## config.mk

```make
export PLATFORM = sky130hd
export DESIGN_NAME = ocf_top
export DESIGN_NICKNAME = d
export VERILOG_FILES = /design/src/shared/ocf_pkg.sv /design/src/hdl/ocf_top.sv
export VERILOG_INCLUDE_DIRS = /design/src /design/src/shared
export SDC_FILE = /design/constraint.sdc
export NUM_CORES = 1
export LEC_CHECK = 0
export ABC_AREA = 1
export ABC_CLOCK_PERIOD_IN_PS = 17400
export BUFFER_PORTS_ARGS = -buffer_cell sky130_fd_sc_hd__buf_2
export CELL_PAD_IN_SITES_DETAIL_PLACEMENT = 0
export CELL_PAD_IN_SITES_GLOBAL_PLACEMENT = 2
export CORE_MARGIN = 3
export CORE_UTILIZATION = 36
export CTS_CLUSTER_SIZE = 16
export DETAILED_ROUTE_END_ITERATION = 10
export PLACE_DENSITY = 0.93
export RECOVER_POWER = 50
export SYNTH_ARGS = -nofsm -noshare
export SYNTH_HDL_FRONTEND = slang
export SYNTH_SLANG_ARGS = --single-unit
```

## constraint.sdc

```tcl
create_clock -name ref_clk -period 17.4 [get_ports ref_clk]
set_input_delay 3.48 -clock ref_clk [delete_from_list [all_inputs] [get_ports ref_clk]]
set_output_delay 3.48 -clock ref_clk [all_outputs]
set_load 0.02 [all_outputs]
```

## src/shared/ocf_cfg.svh

```systemverilog
// Purpose: Offsets, field positions and reset values of the OTP config store
// Assumes: Byte registers, one per aligned AHB word (byte address = index * 4)
// Notes: Definitions only
`ifndef OCF_CFG_SVH
`define OCF_CFG_SVH

// ------------------------------------------------------------
// Register indices
// ------------------------------------------------------------
`define OCF_IDX_PID_HIGH 8'h15
`define OCF_IDX_POWER 8'h16
`define OCF_IDX_ATTR 8'h17
`define OCF_IDX_REL_MAJOR 8'h18
`define OCF_IDX_REL_MINOR 8'h19
`define OCF_IDX_PURGE 8'h1a
`define OCF_IDX_FLAGS_A 8'h1d
`define OCF_IDX_FLAGS_B 8'h1e
`define OCF_NUM_FIELD_BYTES 6

// ------------------------------------------------------------
// Field positions and masks
// ------------------------------------------------------------
`define OCF_ATTR_WR_MASK 8'h0f
`define OCF_ATTR_MODE_LO 0
`define OCF_ATTR_WAKE_VALID 2
`define OCF_ATTR_WAKE_EN 3
`define OCF_PURGE_WR_MASK 8'h1e
`define OCF_PURGE_TX_OPEN 1
`define OCF_PURGE_TX_CLOSE 2
`define OCF_PURGE_RX_OPEN 3
`define OCF_PURGE_RX_CLOSE 4
`define OCF_FLAGS_A_WR_MASK 8'h9f
`define OCF_FLAG_PID 1
`define OCF_FLAG_POWER 2
`define OCF_FLAG_ATTR 3
`define OCF_FLAG_RELEASE 4
`define OCF_FLAG_PURGE 5
`define OCF_BM_ALWAYS_ONE 7
`define OCF_BM_SELF_POWER 6
`define OCF_BM_REMOTE_WAKE 5
`define OCF_MODE_BUS 2'h0
`define OCF_MODE_INVALID 2'h3
`define OCF_POWER_MIN 8'h01
`define OCF_POWER_MAX 8'hfa
`define OCF_RESET_BYTE 8'h00
`define OCF_HTRANS_NONSEQ 2'h2
`define OCF_HTRANS_SEQ 2'h3
`define OCF_HSIZE_WORD 3'h2

`endif

```

## src/shared/ocf_pkg.sv

```systemverilog
// Purpose: Types shared by the OTP config store and its users
// Assumes: Widths fixed by the byte register map
// Notes: Constants live in ocf_cfg.svh
package ocf_pkg;

  // ------------------------------------------------------------
  // Descriptor values seen by the USB side
  // ------------------------------------------------------------
  typedef struct packed {
    logic [7:0] pid_high;
    logic [7:0] max_power;
    logic power_in_range;
    logic [7:0] bm_attributes;
    logic mode_invalid;
    logic [7:0] rel_major;
    logic [7:0] rel_minor;
  } ocf_desc_type;

  // ------------------------------------------------------------
  // Whole state of the store
  // ------------------------------------------------------------
  typedef struct packed {
    logic [5:0][7:0] staged;
    logic [5:0] entered;
    logic [5:0][7:0] otp;
    logic [7:0] flags_a;
    logic [7:0] flags_b;
    logic wr_pend;
    logic [7:0] wr_idx;
    logic [31:0] rdata;
    logic rx_purge;
    logic tx_purge;
    ocf_desc_type desc;
  } ocf_state_type;

endpackage

```

## src/hdl/ocf_top.sv

```systemverilog
// Purpose: OTP store for USB descriptor fields, purge control and burn flags
// Assumes: Single AHB-Lite slave, zero wait states, 25 MHz ref_clk
// Notes: OTP cells modelled as flops; burn happens on setting a flag byte B bit
//
// Function
// - Report power byte as bMaxPower, 2 mA units
// - Advertise wake setting in D5 only if valid
// - Wake enable bit: 0 disabled, 1 enabled
// - Mode 00 bus, 01/10 self, 11 invalid
// - Close event purges RX/TX when enabled
// - Open event purges RX/TX when enabled
// - Use OTP value only when flag set
// - Burned field refuses further programming
// - Unentered parts of burned field become zero
// - Flag byte A bit map at 0x1d
// - Flag byte B bit map at 0x1e
//
// The AHB-Lite slave port is this design's own decision.
`timescale 1ns/1ns
`include "ocf_cfg.svh"

module ocf_top
  import ocf_pkg::*;
(
  input wire logic ref_clk,
  input wire logic rst,
  input wire logic hsel,
  input wire logic [31:0] haddr,
  input wire logic [1:0] htrans,
  input wire logic hwrite,
  input wire logic [2:0] hsize,
  input wire logic [31:0] hwdata,
  input wire logic hready,
  output logic hreadyout,
  output logic hresp,
  output logic [31:0] hrdata,
  input wire logic port_open_evt,
  input wire logic port_close_evt,
  output logic rx_purge,
  output logic tx_purge,
  output ocf_desc_type desc
);

  ocf_state_type st_r;
  ocf_state_type st_nxt;

  // ------------------------------------------------------------
  // Field byte to burn flag (flag byte B)
  // ------------------------------------------------------------
  function automatic logic [2:0] ocf_flag_of(input int unsigned i);
    logic [2:0] pos;
    pos = 3'(`OCF_FLAG_PID);
    unique case (i)
      0: pos = 3'(`OCF_FLAG_PID);
      1: pos = 3'(`OCF_FLAG_POWER);
      2: pos = 3'(`OCF_FLAG_ATTR);
      3: pos = 3'(`OCF_FLAG_RELEASE);
      4: pos = 3'(`OCF_FLAG_RELEASE);
      5: pos = 3'(`OCF_FLAG_PURGE);
      default: pos = 3'(`OCF_FLAG_PID);
    endcase
    return pos;
  endfunction

  // Reserved bits held at zero whatever software writes
  function automatic logic [7:0] ocf_wr_mask(input int unsigned i);
    logic [7:0] m;
    m = 8'hff;
    if (i == 2) begin
      m = `OCF_ATTR_WR_MASK;
    end else if (i == 5) begin
      m = `OCF_PURGE_WR_MASK;
    end
    return m;
  endfunction

  logic addr_ok;
  logic [7:0] a_idx;
  logic [5:0][7:0] eff;
  logic [5:0][7:0] eff_new;
  logic [7:0] new_b;
  logic [7:0] attr;
  logic [7:0] purge;
  logic [7:0] bm;
  logic [7:0] rd_byte;

  assign a_idx = haddr[9:2];
  assign addr_ok = hsel && hready && (htrans == `OCF_HTRANS_NONSEQ || htrans == `OCF_HTRANS_SEQ);

  // ------------------------------------------------------------
  // Next state
  // ------------------------------------------------------------
  always_comb begin
    st_nxt = st_r;
    new_b = 8'h00;
    rd_byte = 8'h00;
    // Effective values: OTP copy only once burned, shadow otherwise
    for (int i = 0; i < `OCF_NUM_FIELD_BYTES; i++) begin
      eff[i] = st_r.flags_b[ocf_flag_of(i)] ? st_r.otp[i] : st_r.staged[i];
    end
    attr = eff[2];
    purge = eff[5];

    // Data phase of a write
    if (st_r.wr_pend) begin
      if (st_r.wr_idx >= `OCF_IDX_PID_HIGH && st_r.wr_idx <= `OCF_IDX_PURGE) begin
        for (int i = 0; i < `OCF_NUM_FIELD_BYTES; i++) begin
          if (st_r.wr_idx == 8'(`OCF_IDX_PID_HIGH + i) && !st_r.flags_b[ocf_flag_of(i)]) begin
            st_nxt.staged[i] = hwdata[7:0] & ocf_wr_mask(i);
            st_nxt.entered[i] = 1'b1;
          end
        end
      end else if (st_r.wr_idx == `OCF_IDX_FLAGS_A) begin
        // Flags are one-time: set only, never cleared
        st_nxt.flags_a = st_r.flags_a | (hwdata[7:0] & `OCF_FLAGS_A_WR_MASK);
      end else if (st_r.wr_idx == `OCF_IDX_FLAGS_B) begin
        new_b = hwdata[7:0] & ~st_r.flags_b;
        st_nxt.flags_b = st_r.flags_b | hwdata[7:0];
        for (int i = 0; i < `OCF_NUM_FIELD_BYTES; i++) begin
          if (new_b[ocf_flag_of(i)]) begin
            // Half-entered release pair burns zero in the missing byte
            st_nxt.otp[i] = st_r.entered[i] ? st_r.staged[i] : `OCF_RESET_BYTE;
          end
        end
      end
    end

    // Read right behind a write sees it: that write is still in its data phase
    for (int i = 0; i < `OCF_NUM_FIELD_BYTES; i++) begin
      eff_new[i] = st_nxt.flags_b[ocf_flag_of(i)] ? st_nxt.otp[i] : st_nxt.staged[i];
    end

    // Address phase
    st_nxt.wr_pend = addr_ok && hwrite && haddr[1:0] == 2'h0;
    st_nxt.wr_idx = a_idx;
    if (addr_ok && !hwrite && haddr[1:0] == 2'h0) begin
      if (a_idx >= `OCF_IDX_PID_HIGH && a_idx <= `OCF_IDX_PURGE) begin
        rd_byte = eff_new[3'(a_idx - `OCF_IDX_PID_HIGH)];
      end else if (a_idx == `OCF_IDX_FLAGS_A) begin
        rd_byte = st_nxt.flags_a;
      end else if (a_idx == `OCF_IDX_FLAGS_B) begin
        rd_byte = st_nxt.flags_b;
      end
    end
    st_nxt.rdata = {24'h000000, rd_byte};

    // Purge pulses on port events
    st_nxt.rx_purge = (port_close_evt && purge[`OCF_PURGE_RX_CLOSE])
      || (port_open_evt && purge[`OCF_PURGE_RX_OPEN]);
    st_nxt.tx_purge = (port_close_evt && purge[`OCF_PURGE_TX_CLOSE])
      || (port_open_evt && purge[`OCF_PURGE_TX_OPEN]);

    // Configuration descriptor attributes
    bm = 8'h00;
    bm[`OCF_BM_ALWAYS_ONE] = 1'b1;
    bm[`OCF_BM_SELF_POWER] = attr[`OCF_ATTR_MODE_LO +: 2] != `OCF_MODE_BUS
      && attr[`OCF_ATTR_MODE_LO +: 2] != `OCF_MODE_INVALID;
    bm[`OCF_BM_REMOTE_WAKE] = attr[`OCF_ATTR_WAKE_VALID] && attr[`OCF_ATTR_WAKE_EN];
    st_nxt.desc.bm_attributes = bm;
    st_nxt.desc.mode_invalid = attr[`OCF_ATTR_MODE_LO +: 2] == `OCF_MODE_INVALID;
    st_nxt.desc.pid_high = eff[0];
    st_nxt.desc.max_power = eff[1];
    st_nxt.desc.power_in_range = eff[1] >= `OCF_POWER_MIN && eff[1] <= `OCF_POWER_MAX;
    st_nxt.desc.rel_major = eff[3];
    st_nxt.desc.rel_minor = eff[4];
  end

  // ------------------------------------------------------------
  // State register
  // ------------------------------------------------------------
  always_ff @(posedge ref_clk or posedge rst) begin
    if (rst) begin
      st_r <= '0;
    end else begin
      st_r <= st_nxt;
    end
  end

  // Zero wait states: every access completes in one data phase
  assign hreadyout = 1'b1;
  assign hresp = 1'b0;
  assign hrdata = st_r.rdata;
  assign rx_purge = st_r.rx_purge;
  assign tx_purge = st_r.tx_purge;
  assign desc = st_r.desc;

endmodule

```

==> results of run 1 <==
kinds of logic (layout without fill, tap and decap cells):
kind of cell	count (synthesis)	after routing	share of synthesized area
other	2	33	0.000708
adder cells (fa/ha/maj)	4	4	0.00472
AND/OR/NAND/NOR	652	652	0.262
buffers and inverters	294	258	0.146
flip-flops	172	172	0.406
XOR/XNOR	1	1	0.000826
AO/OA/AOI/OAI	297	297	0.180
layout make-up:
type / instances / area, sq um
multi-input cells: 986 / 4870
diodes: 1 / 2.50
clock buffers: 20 / 457
inverters: 147 / 554
clock inverters: 12 / 138
repair buffers: 79 / 382
well taps: 384 / 480
fillers: 3056 / 17700
flip-flops and latches: 172 / 4300
Yosys cell counts, drive strengths merged:
cell	n	area share
nand2	438	0.16
dfrtp	172	0.41
o21ai	145	0.071
inv	144	0.051
buf	122	0.085
nand3	112	0.058
nor2	82	0.034
a21oi	73	0.046
a21boi	35	0.025
clkbuf	25	0.0088
o21a	12	0.0085
o211ai	11	0.0078
a31oi	8	0.012
nand4	8	0.0047
or2	6	0.0035
a31o	4	0.0033
ha	4	0.0047
clkinv	3	0.0012
nor3	3	0.0014
o21bai	3	0.0021
o221ai	3	0.0025
and2	2	0.0012
conb	2	0.00071
o31ai	2	0.0014
nor3b	1	0.00071
o41ai	1	0.00083
xnor2	1	0.00083
how the worst max path moves through the flow:
stage             start  depth (start not counted)         to
2_1_floorplan       rst                          1    desc[0]
3_3_place_gp   haddr[2]                         10  hrdata[3]
3_5_place_dp   haddr[2]                         10  hrdata[3]
4_1_cts        haddr[2]                         10  hrdata[3]
5_1_grt             rst                          2  st_r[178]
6_report       haddr[2]                         10  hrdata[1]
sequential cells by signal (all words and copies together), names as in the netlist:
signal    flops
desc         37
hrdata        8
rx_purge      1
st_r        125
tx_purge      1
power groups by stage:
| stage | clock network (mW) | registers, mW | logic [mW] |
|---|---|---|---|
| final | 0.396 | 0.482 | 0.253 |
| after global routing | 0.422 | 0.488 | 0.288 |
| after CTS | 0.404 | 0.481 | 0.256 |
| after detailed placement | 0 | 0.489 | 0.255 |
| after global placement | 0 | 0.487 | 0.252 |
| after floorplan | 0 | 0.484 | 0.218 |
layout by cell type (no fill, tap or decap), drive strengths merged, types with 5 or more instances in the layout:
| cell | synthesis | layout |
|---|---|---|
| nand2 | 438 | 438 |
| dfrtp | 172 | 172 |
| inv | 144 | 146 |
| o21ai | 145 | 145 |
| nand3 | 112 | 112 |
| nor2 | 82 | 82 |
| a21oi | 73 | 73 |
| buf | 122 | 62 |
| clkbuf | 25 | 37 |
| a21boi | 35 | 35 |
| conb | 2 | 32 |
| o21a | 12 | 12 |
| o211ai | 11 | 11 |
| nand4 | 8 | 8 |
| a31oi | 8 | 8 |
| or2 | 6 | 6 |
| clkinvlp | 0 | 6 |
| clkinv | 3 | 5 |
worst register-to-register path: cells and delay by family (launching register included):
family	cells	cell delay [ns]
and+or+nand+nor	6	0.69
DFF	1	1.06
AOI/OAI and AO/OA	2	0.52
buffers and inverters	2	3.70
per-layer routing:
layer | global-route usage | routed length (um) | share of wire
met1 | 0.277 | 14300 | 0.48
met2 | 0.301 | 13600 | 0.45
met3 | 0.0310 | 1340 | 0.045
met4 | 0.0668 | 763 | 0.025
met5 | 0 | 0 | 0
==> run summary, run 1 <==
Outcome -> finished with violations
Failing checks -> max-capacitance violations, max-slew violations
Hold EP -> st_r[91]
Clock Pin Slew Worst Setup and Hold Paths -> 0.07 ns
Hold path cells -> 2
Static Leakage -> 5.60 nW
Critical path peak fanout -> 27
Clock Tree Buf Depth -> 2
Cell count after synthesis -> 1,422
Crit path DAT -> 7.63 ns
Number of synthesis warnings -> 0
Worst setup margin -> 10.10 ns
Clk root buf -> clkbuf_16
Vias in the first global route -> 8,209
Least-Margin Pin Slew -> 5.41 ns
I/O Pins -> 154
RR Startpoint -> st_r[84]
Critical-path cell list -> buf_2 -> clkbuf_1 -> inv_2 -> ha_1 -> clkinv_1 -> nor2_1 -> nand3_1 -> nand2_1 -> inv_1 -> a21oi_2
Full die area -> 0.0316 sq mm
Max transition margin -> -2.62
Sw Pwr -> 371 uW
CP Buf/Inv Count -> 5
Final wirelength -> 30,000 um
Dpl ws -> 10.95 ns
Setup_tns -> 0 ns
Cell Int Power -> 759 uW
CP delay by family, top -> buffers and inverters
Vias after detailed routing -> 8,855
Number of remaining DRC errors -> 0
CP startpoint kind -> primary input
Unrepaired setup endpoints after global routing -> false
Initial core utilization -> 0.368
Fmax -> 137 MHz
DP HPWL -> 19,600 um
Reg power frac -> 0.426
P&R area growth vs syn -> 5.40%
Worst Skew -> 0.0123 ns
Core outline area -> 0.0289 sq mm
Clock power share -> 0.350
FP Rows -> 62
Fin nets -> 1,483
Initial antenna violation count -> 0
First-pass GRT wire length -> 47,000 um
Combinational share of power -> 0.224
Wire length per cell -> 16.7 um
Post-Syn Area -> 0.0106 sq mm
Final core utilization -> 0.388
Hold WC Path Type -> reg2reg
Worst skew pair latency -> 0.44 ns
TritonCTS clock tree -> done
Port bufs -> 72
Die Width -> 178 um
Largest net degree at the start of global routing -> 119
Die H -> 178 um
Hold buffers post-CTS -> 0
CP peak stage delay -> 1.22 ns
Setup bufs post-CTS -> 0
Cell area power density -> 101 mW/mm^2
Max_cap viols -> 5
Worst vdd ir -> 0.0000505 V
Worst Reg-to-Reg Cells -> 10
Minimum clock period -> 7.30 ns
Length of the first detailed-routing pass in iterations -> 5
Max Transition Viols Final -> 298
GPL Wtd Cong -> 0.824
Initial DRC Count -> 697
H-tree levels -> 4
Flop-to-flop setup slack -> 11.33 ns
Final non-filler cell total -> 1,801
Tot Pwr -> 1.13 mW
Yosys reg bits -> 172
Cell variety after synth -> 46
CTS sink cnt -> 172
Critical path type -> in2reg
WP data required -> 17.74 ns
Final instance area -> 0.0112 sq mm
Final hold vios -> 0
Hold Crit Start -> st_r[91]
Nature of the critical path endpoint -> flip-flop
Post-CTS sizing -> 0
Antenna Nets Post-Route -> 0
Min Hold Slack -> 0.441 ns
Slowest library cell on the worst path -> clkbuf_1
Placed cell count -> 1,768
Endpoints failing setup -> 0
Final worst-path cycle share -> 0.420
Fraction of layout cells with a size suffix above 1 -> 0.127
CTS buffer count -> 17
Post-synthesis sequential area ratio -> 0.406
R2r endpoint -> hrdata[0]
Net Sw Frac -> 0.328
Gr usage total -> 0.195
Avg Inst Size Synth -> 7.46 sq um
Via/cell ratio -> 4.92
Cell Area, Placed -> 0.0106 sq mm
Remaining Overflow, GRT -> 0
Power figures use the tool's default switching activity.
==> run 2, diff against run 1 <==
ABC_CLOCK_PERIOD_IN_PS = 7100   (was 17400)
CORE_UTILIZATION = 33   (was 36)
PLACE_DENSITY = 0.87   (was 0.93)
clock period = 7.1 ns   (was 17.4 ns; I/O delays follow)
==> run 2 against run 1 <==
Sequential power up 140%. The run still ends with max-capacitance violations, max-slew violations left. Highest routed layer unchanged. Wire length is 3.6% higher. Cell count rose by 0.89%. Count of clock-buffer cells in the layout shrank 2. Largest power group unchanged. Largest cell class unchanged. Total power rose by 140%. Clock power rose by 140%. Global-route usage fell by 1.1 points. Cell area shrank 0.15%. Clock skew up 0.0028 ns.
==> run summary, run 2 (synthesis gave the netlist of run 1 again) <==
Wire length per cell -> 17.1 um (was 16.7 um)
Hold WC Path Type -> reg2reg (unchanged)
Gr usage total -> 0.184 (was 0.195)
Clock Tree Buf Depth -> 2 (unchanged)
GRT met1 Usage -> 0.260 (was 0.277)
Worst vdd ir -> 0.000175 V (was 0.0000505 V)
Port bufs -> 72 (unchanged)
Most common cell after layout, fill and taps aside -> nand2_1 (unchanged)
Critical path peak fanout -> 27 (unchanged)
Largest net degree at the start of global routing -> 121 (was 119)
Most frequent CP cell -> nor2_1
Met3 Use GR -> 0.0279 (was 0.0310)
Cell area power density -> 245 mW/mm^2 (was 101 mW/mm^2)
P&R area growth vs syn -> 5.25% (was 5.40%)
Antenna Nets Post-Route -> 0 (unchanged)
Clk root buf -> clkbuf_16 (unchanged)
I/O Pins -> 154 (unchanged)
TritonCTS clock tree -> done (unchanged)
WP data required -> 7.47 ns (was 17.74 ns)
# diodes -> 0 (was 1)
Crit path DAT -> 5.57 ns (was 7.63 ns)
Die Width -> 185 um (was 178 um)
CTS buffer count -> 17 (unchanged)
Hold Crit Start -> st_r[91] (unchanged)
Max_cap viols -> 4 (was 5)
Met2 usage in global routing -> 0.294 (was 0.301)
Placed cell count -> 1,785 (was 1,768)
Fin nets -> 1,482 (was 1,483)
Core outline area -> 0.0316 sq mm (was 0.0289 sq mm)
Biggest register -> st_r (unchanged)
CP peak stage delay -> 1.26 ns (was 1.22 ns)
Largest register FFs -> 125 (unchanged)
Critical-path cell list -> buf_2 -> clkbuf_1 -> inv_2 -> ha_1 -> clkinv_1 -> nor2_1 -> nand2_1 -> nor2_1 -> nor2_1 -> a21oi_1 (was buf_2 -> clkbuf_1 -> inv_2 -> ha_1 -> clkinv_1 -> nor2_1 -> nand3_1 -> nand2_1 -> inv_1 -> a21oi_2)
Worst skew pair latency -> 0.45 ns (was 0.44 ns)
Initial DRC Count -> 614 (was 697)
CP startpoint kind -> primary input (unchanged)
Crit path from -> haddr[2] (unchanged)
Max Transition Viols Final -> 168 (was 298)
Flop-to-flop setup slack -> 2.53 ns (was 11.33 ns)
DP HPWL -> 20,200 um (was 19,600 um)
Fraction of layout cells with a size suffix above 1 -> 0.133 (was 0.127)
Remaining Overflow, GRT -> 0 (unchanged)
FP Rows -> 65 (was 62)
Setup bufs post-CTS -> 0 (unchanged)
Die H -> 185 um (was 178 um)
Slowest library cell on the worst path -> clkbuf_1 (unchanged)
Failing checks -> max-capacitance violations, max-slew violations (unchanged)
Critical path type -> in2reg (unchanged)
Minimum clock period -> 5.20 ns
Nature of the critical path endpoint -> flip-flop (unchanged)
Final non-filler cell total -> 1,817 (was 1,801)
First-pass GRT wire length -> 48,500 um (was 47,000 um)
Final wirelength -> 31,100 um (was 30,000 um)
Max transition margin -> -0.379 (was -2.62)
Vias in the first global route -> 8,440 (was 8,209)
Min Hold Slack -> 0.441 ns (about the same)
Worst Skew -> 0.0152 ns (was 0.0123 ns)
RR Startpoint -> st_r[84] (unchanged)
H-tree levels -> 4 (unchanged)
GPL Wtd Cong -> 0.843 (was 0.824)
Clock Pin Slew Worst Setup and Hold Paths -> 0.08 ns (was 0.07 ns)
CTS sink cnt -> 172 (unchanged)
Length of the first detailed-routing pass in iterations -> 7 (was 5)
Endpoints failing setup -> 0 (unchanged)
Post-CTS sizing -> 0 (unchanged)
Static Leakage -> 5.63 nW (was 5.60 nW)
Most Crowded Layer GR -> met2 (unchanged)
Unrepaired setup endpoints after global routing -> false (unchanged)
Most frequent cells in the layout -> nand2_1 (430), dfrtp_1 (172), inv_1 (134), o21ai_0 (111), nand3_1 (108) (was nand2_1 (430), dfrtp_1 (172), inv_1 (134), o21ai_0 (118), nand3_1 (107))
Via/cell ratio -> 4.87 (was 4.92)
Vias after detailed routing -> 8,857 (was 8,855)
Setup_tns -> 0 ns (unchanged)
Hold buffers post-CTS -> 0 (unchanged)
Final hold vios -> 0 (unchanged)
Initial core utilization -> 0.335 (was 0.368)
Outcome -> finished with violations (unchanged)
Least-Margin Pin Slew -> 2.07 ns (was 5.41 ns)
Number of remaining DRC errors -> 0 (unchanged)
Final worst-path cycle share -> 0.732
Initial antenna violation count -> 0 (unchanged)
Full die area -> 0.0343 sq mm (was 0.0316 sq mm)
Fmax -> 192 MHz
-- run 2: cell types whose count changed in the layout (fill, tap and decap cells not counted), sizes merged --
cell      delta
buf          +9
clkinv       +1
bufinv       -2
clkbuf      -12
diode        -1
inv          +9
clkinvlp     -6
-- run 2: area by class of cell --
type	count	area, sq um
clock buffers	18	429
clock inverters	14	125
fillers	3343	20500
inverters	147	561
multi-input cells	986	4850
flip-flops and latches	172	4300
well taps	402	503
repair buffers	78	392
-- run 2: worst paths after layout --
kind | depth (start not counted) | to
setup / recovery | 10 | hrdata[6]
hold / removal | 2 | st_r[91]
setup reg to reg | 7 | hrdata[6]
hold reg to reg | 2 | st_r[91]
max in group asynchronous | 3 | st_r[106]
min in group asynchronous | 2 | desc[35]
-- run 2: through the flow --
stage / total power, mW / worst slack (ns) / util / instance area [sq um]
2_1_floorplan: 1.72 / 1.02 / - / 10700
3_3_place_gp: 1.82 / 2.89 / 0.336 / 10600
3_5_place_dp: 1.83 / 2.86 / 0.336 / 10600
4_1_cts: 2.76 / 3.32 / 0.354 / 11200
5_1_grt: 2.90 / 1.65 / 0.353 / 11200
6_report: 2.73 / 1.90 / 0.353 / 11200
-- run 2: routing by layer --
layer / share of wire / vias to the layer above
li1: - / 4425
met1: 0.48 / 4184
met2: 0.46 / 215
met3: 0.042 / 33
met4: 0.021 / 0
met5: 0 / -
-- run 2: power breakdown --
part           internal, mW  leakage [nW]  switching, mW  total [mW]
registers              1.11          2.04         0.0641        1.18
logic                 0.206          3.31          0.418       0.624
clock network         0.465         0.279          0.465       0.931
-- run 2: worst max-delay path, delay by kind of cell --
family | cells | cell delay [ns]
buf+inv | 4 | 2.39
fa+ha+maj | 1 | 0.82
simple gates | 4 | 0.74
compound gates | 1 | 0.16
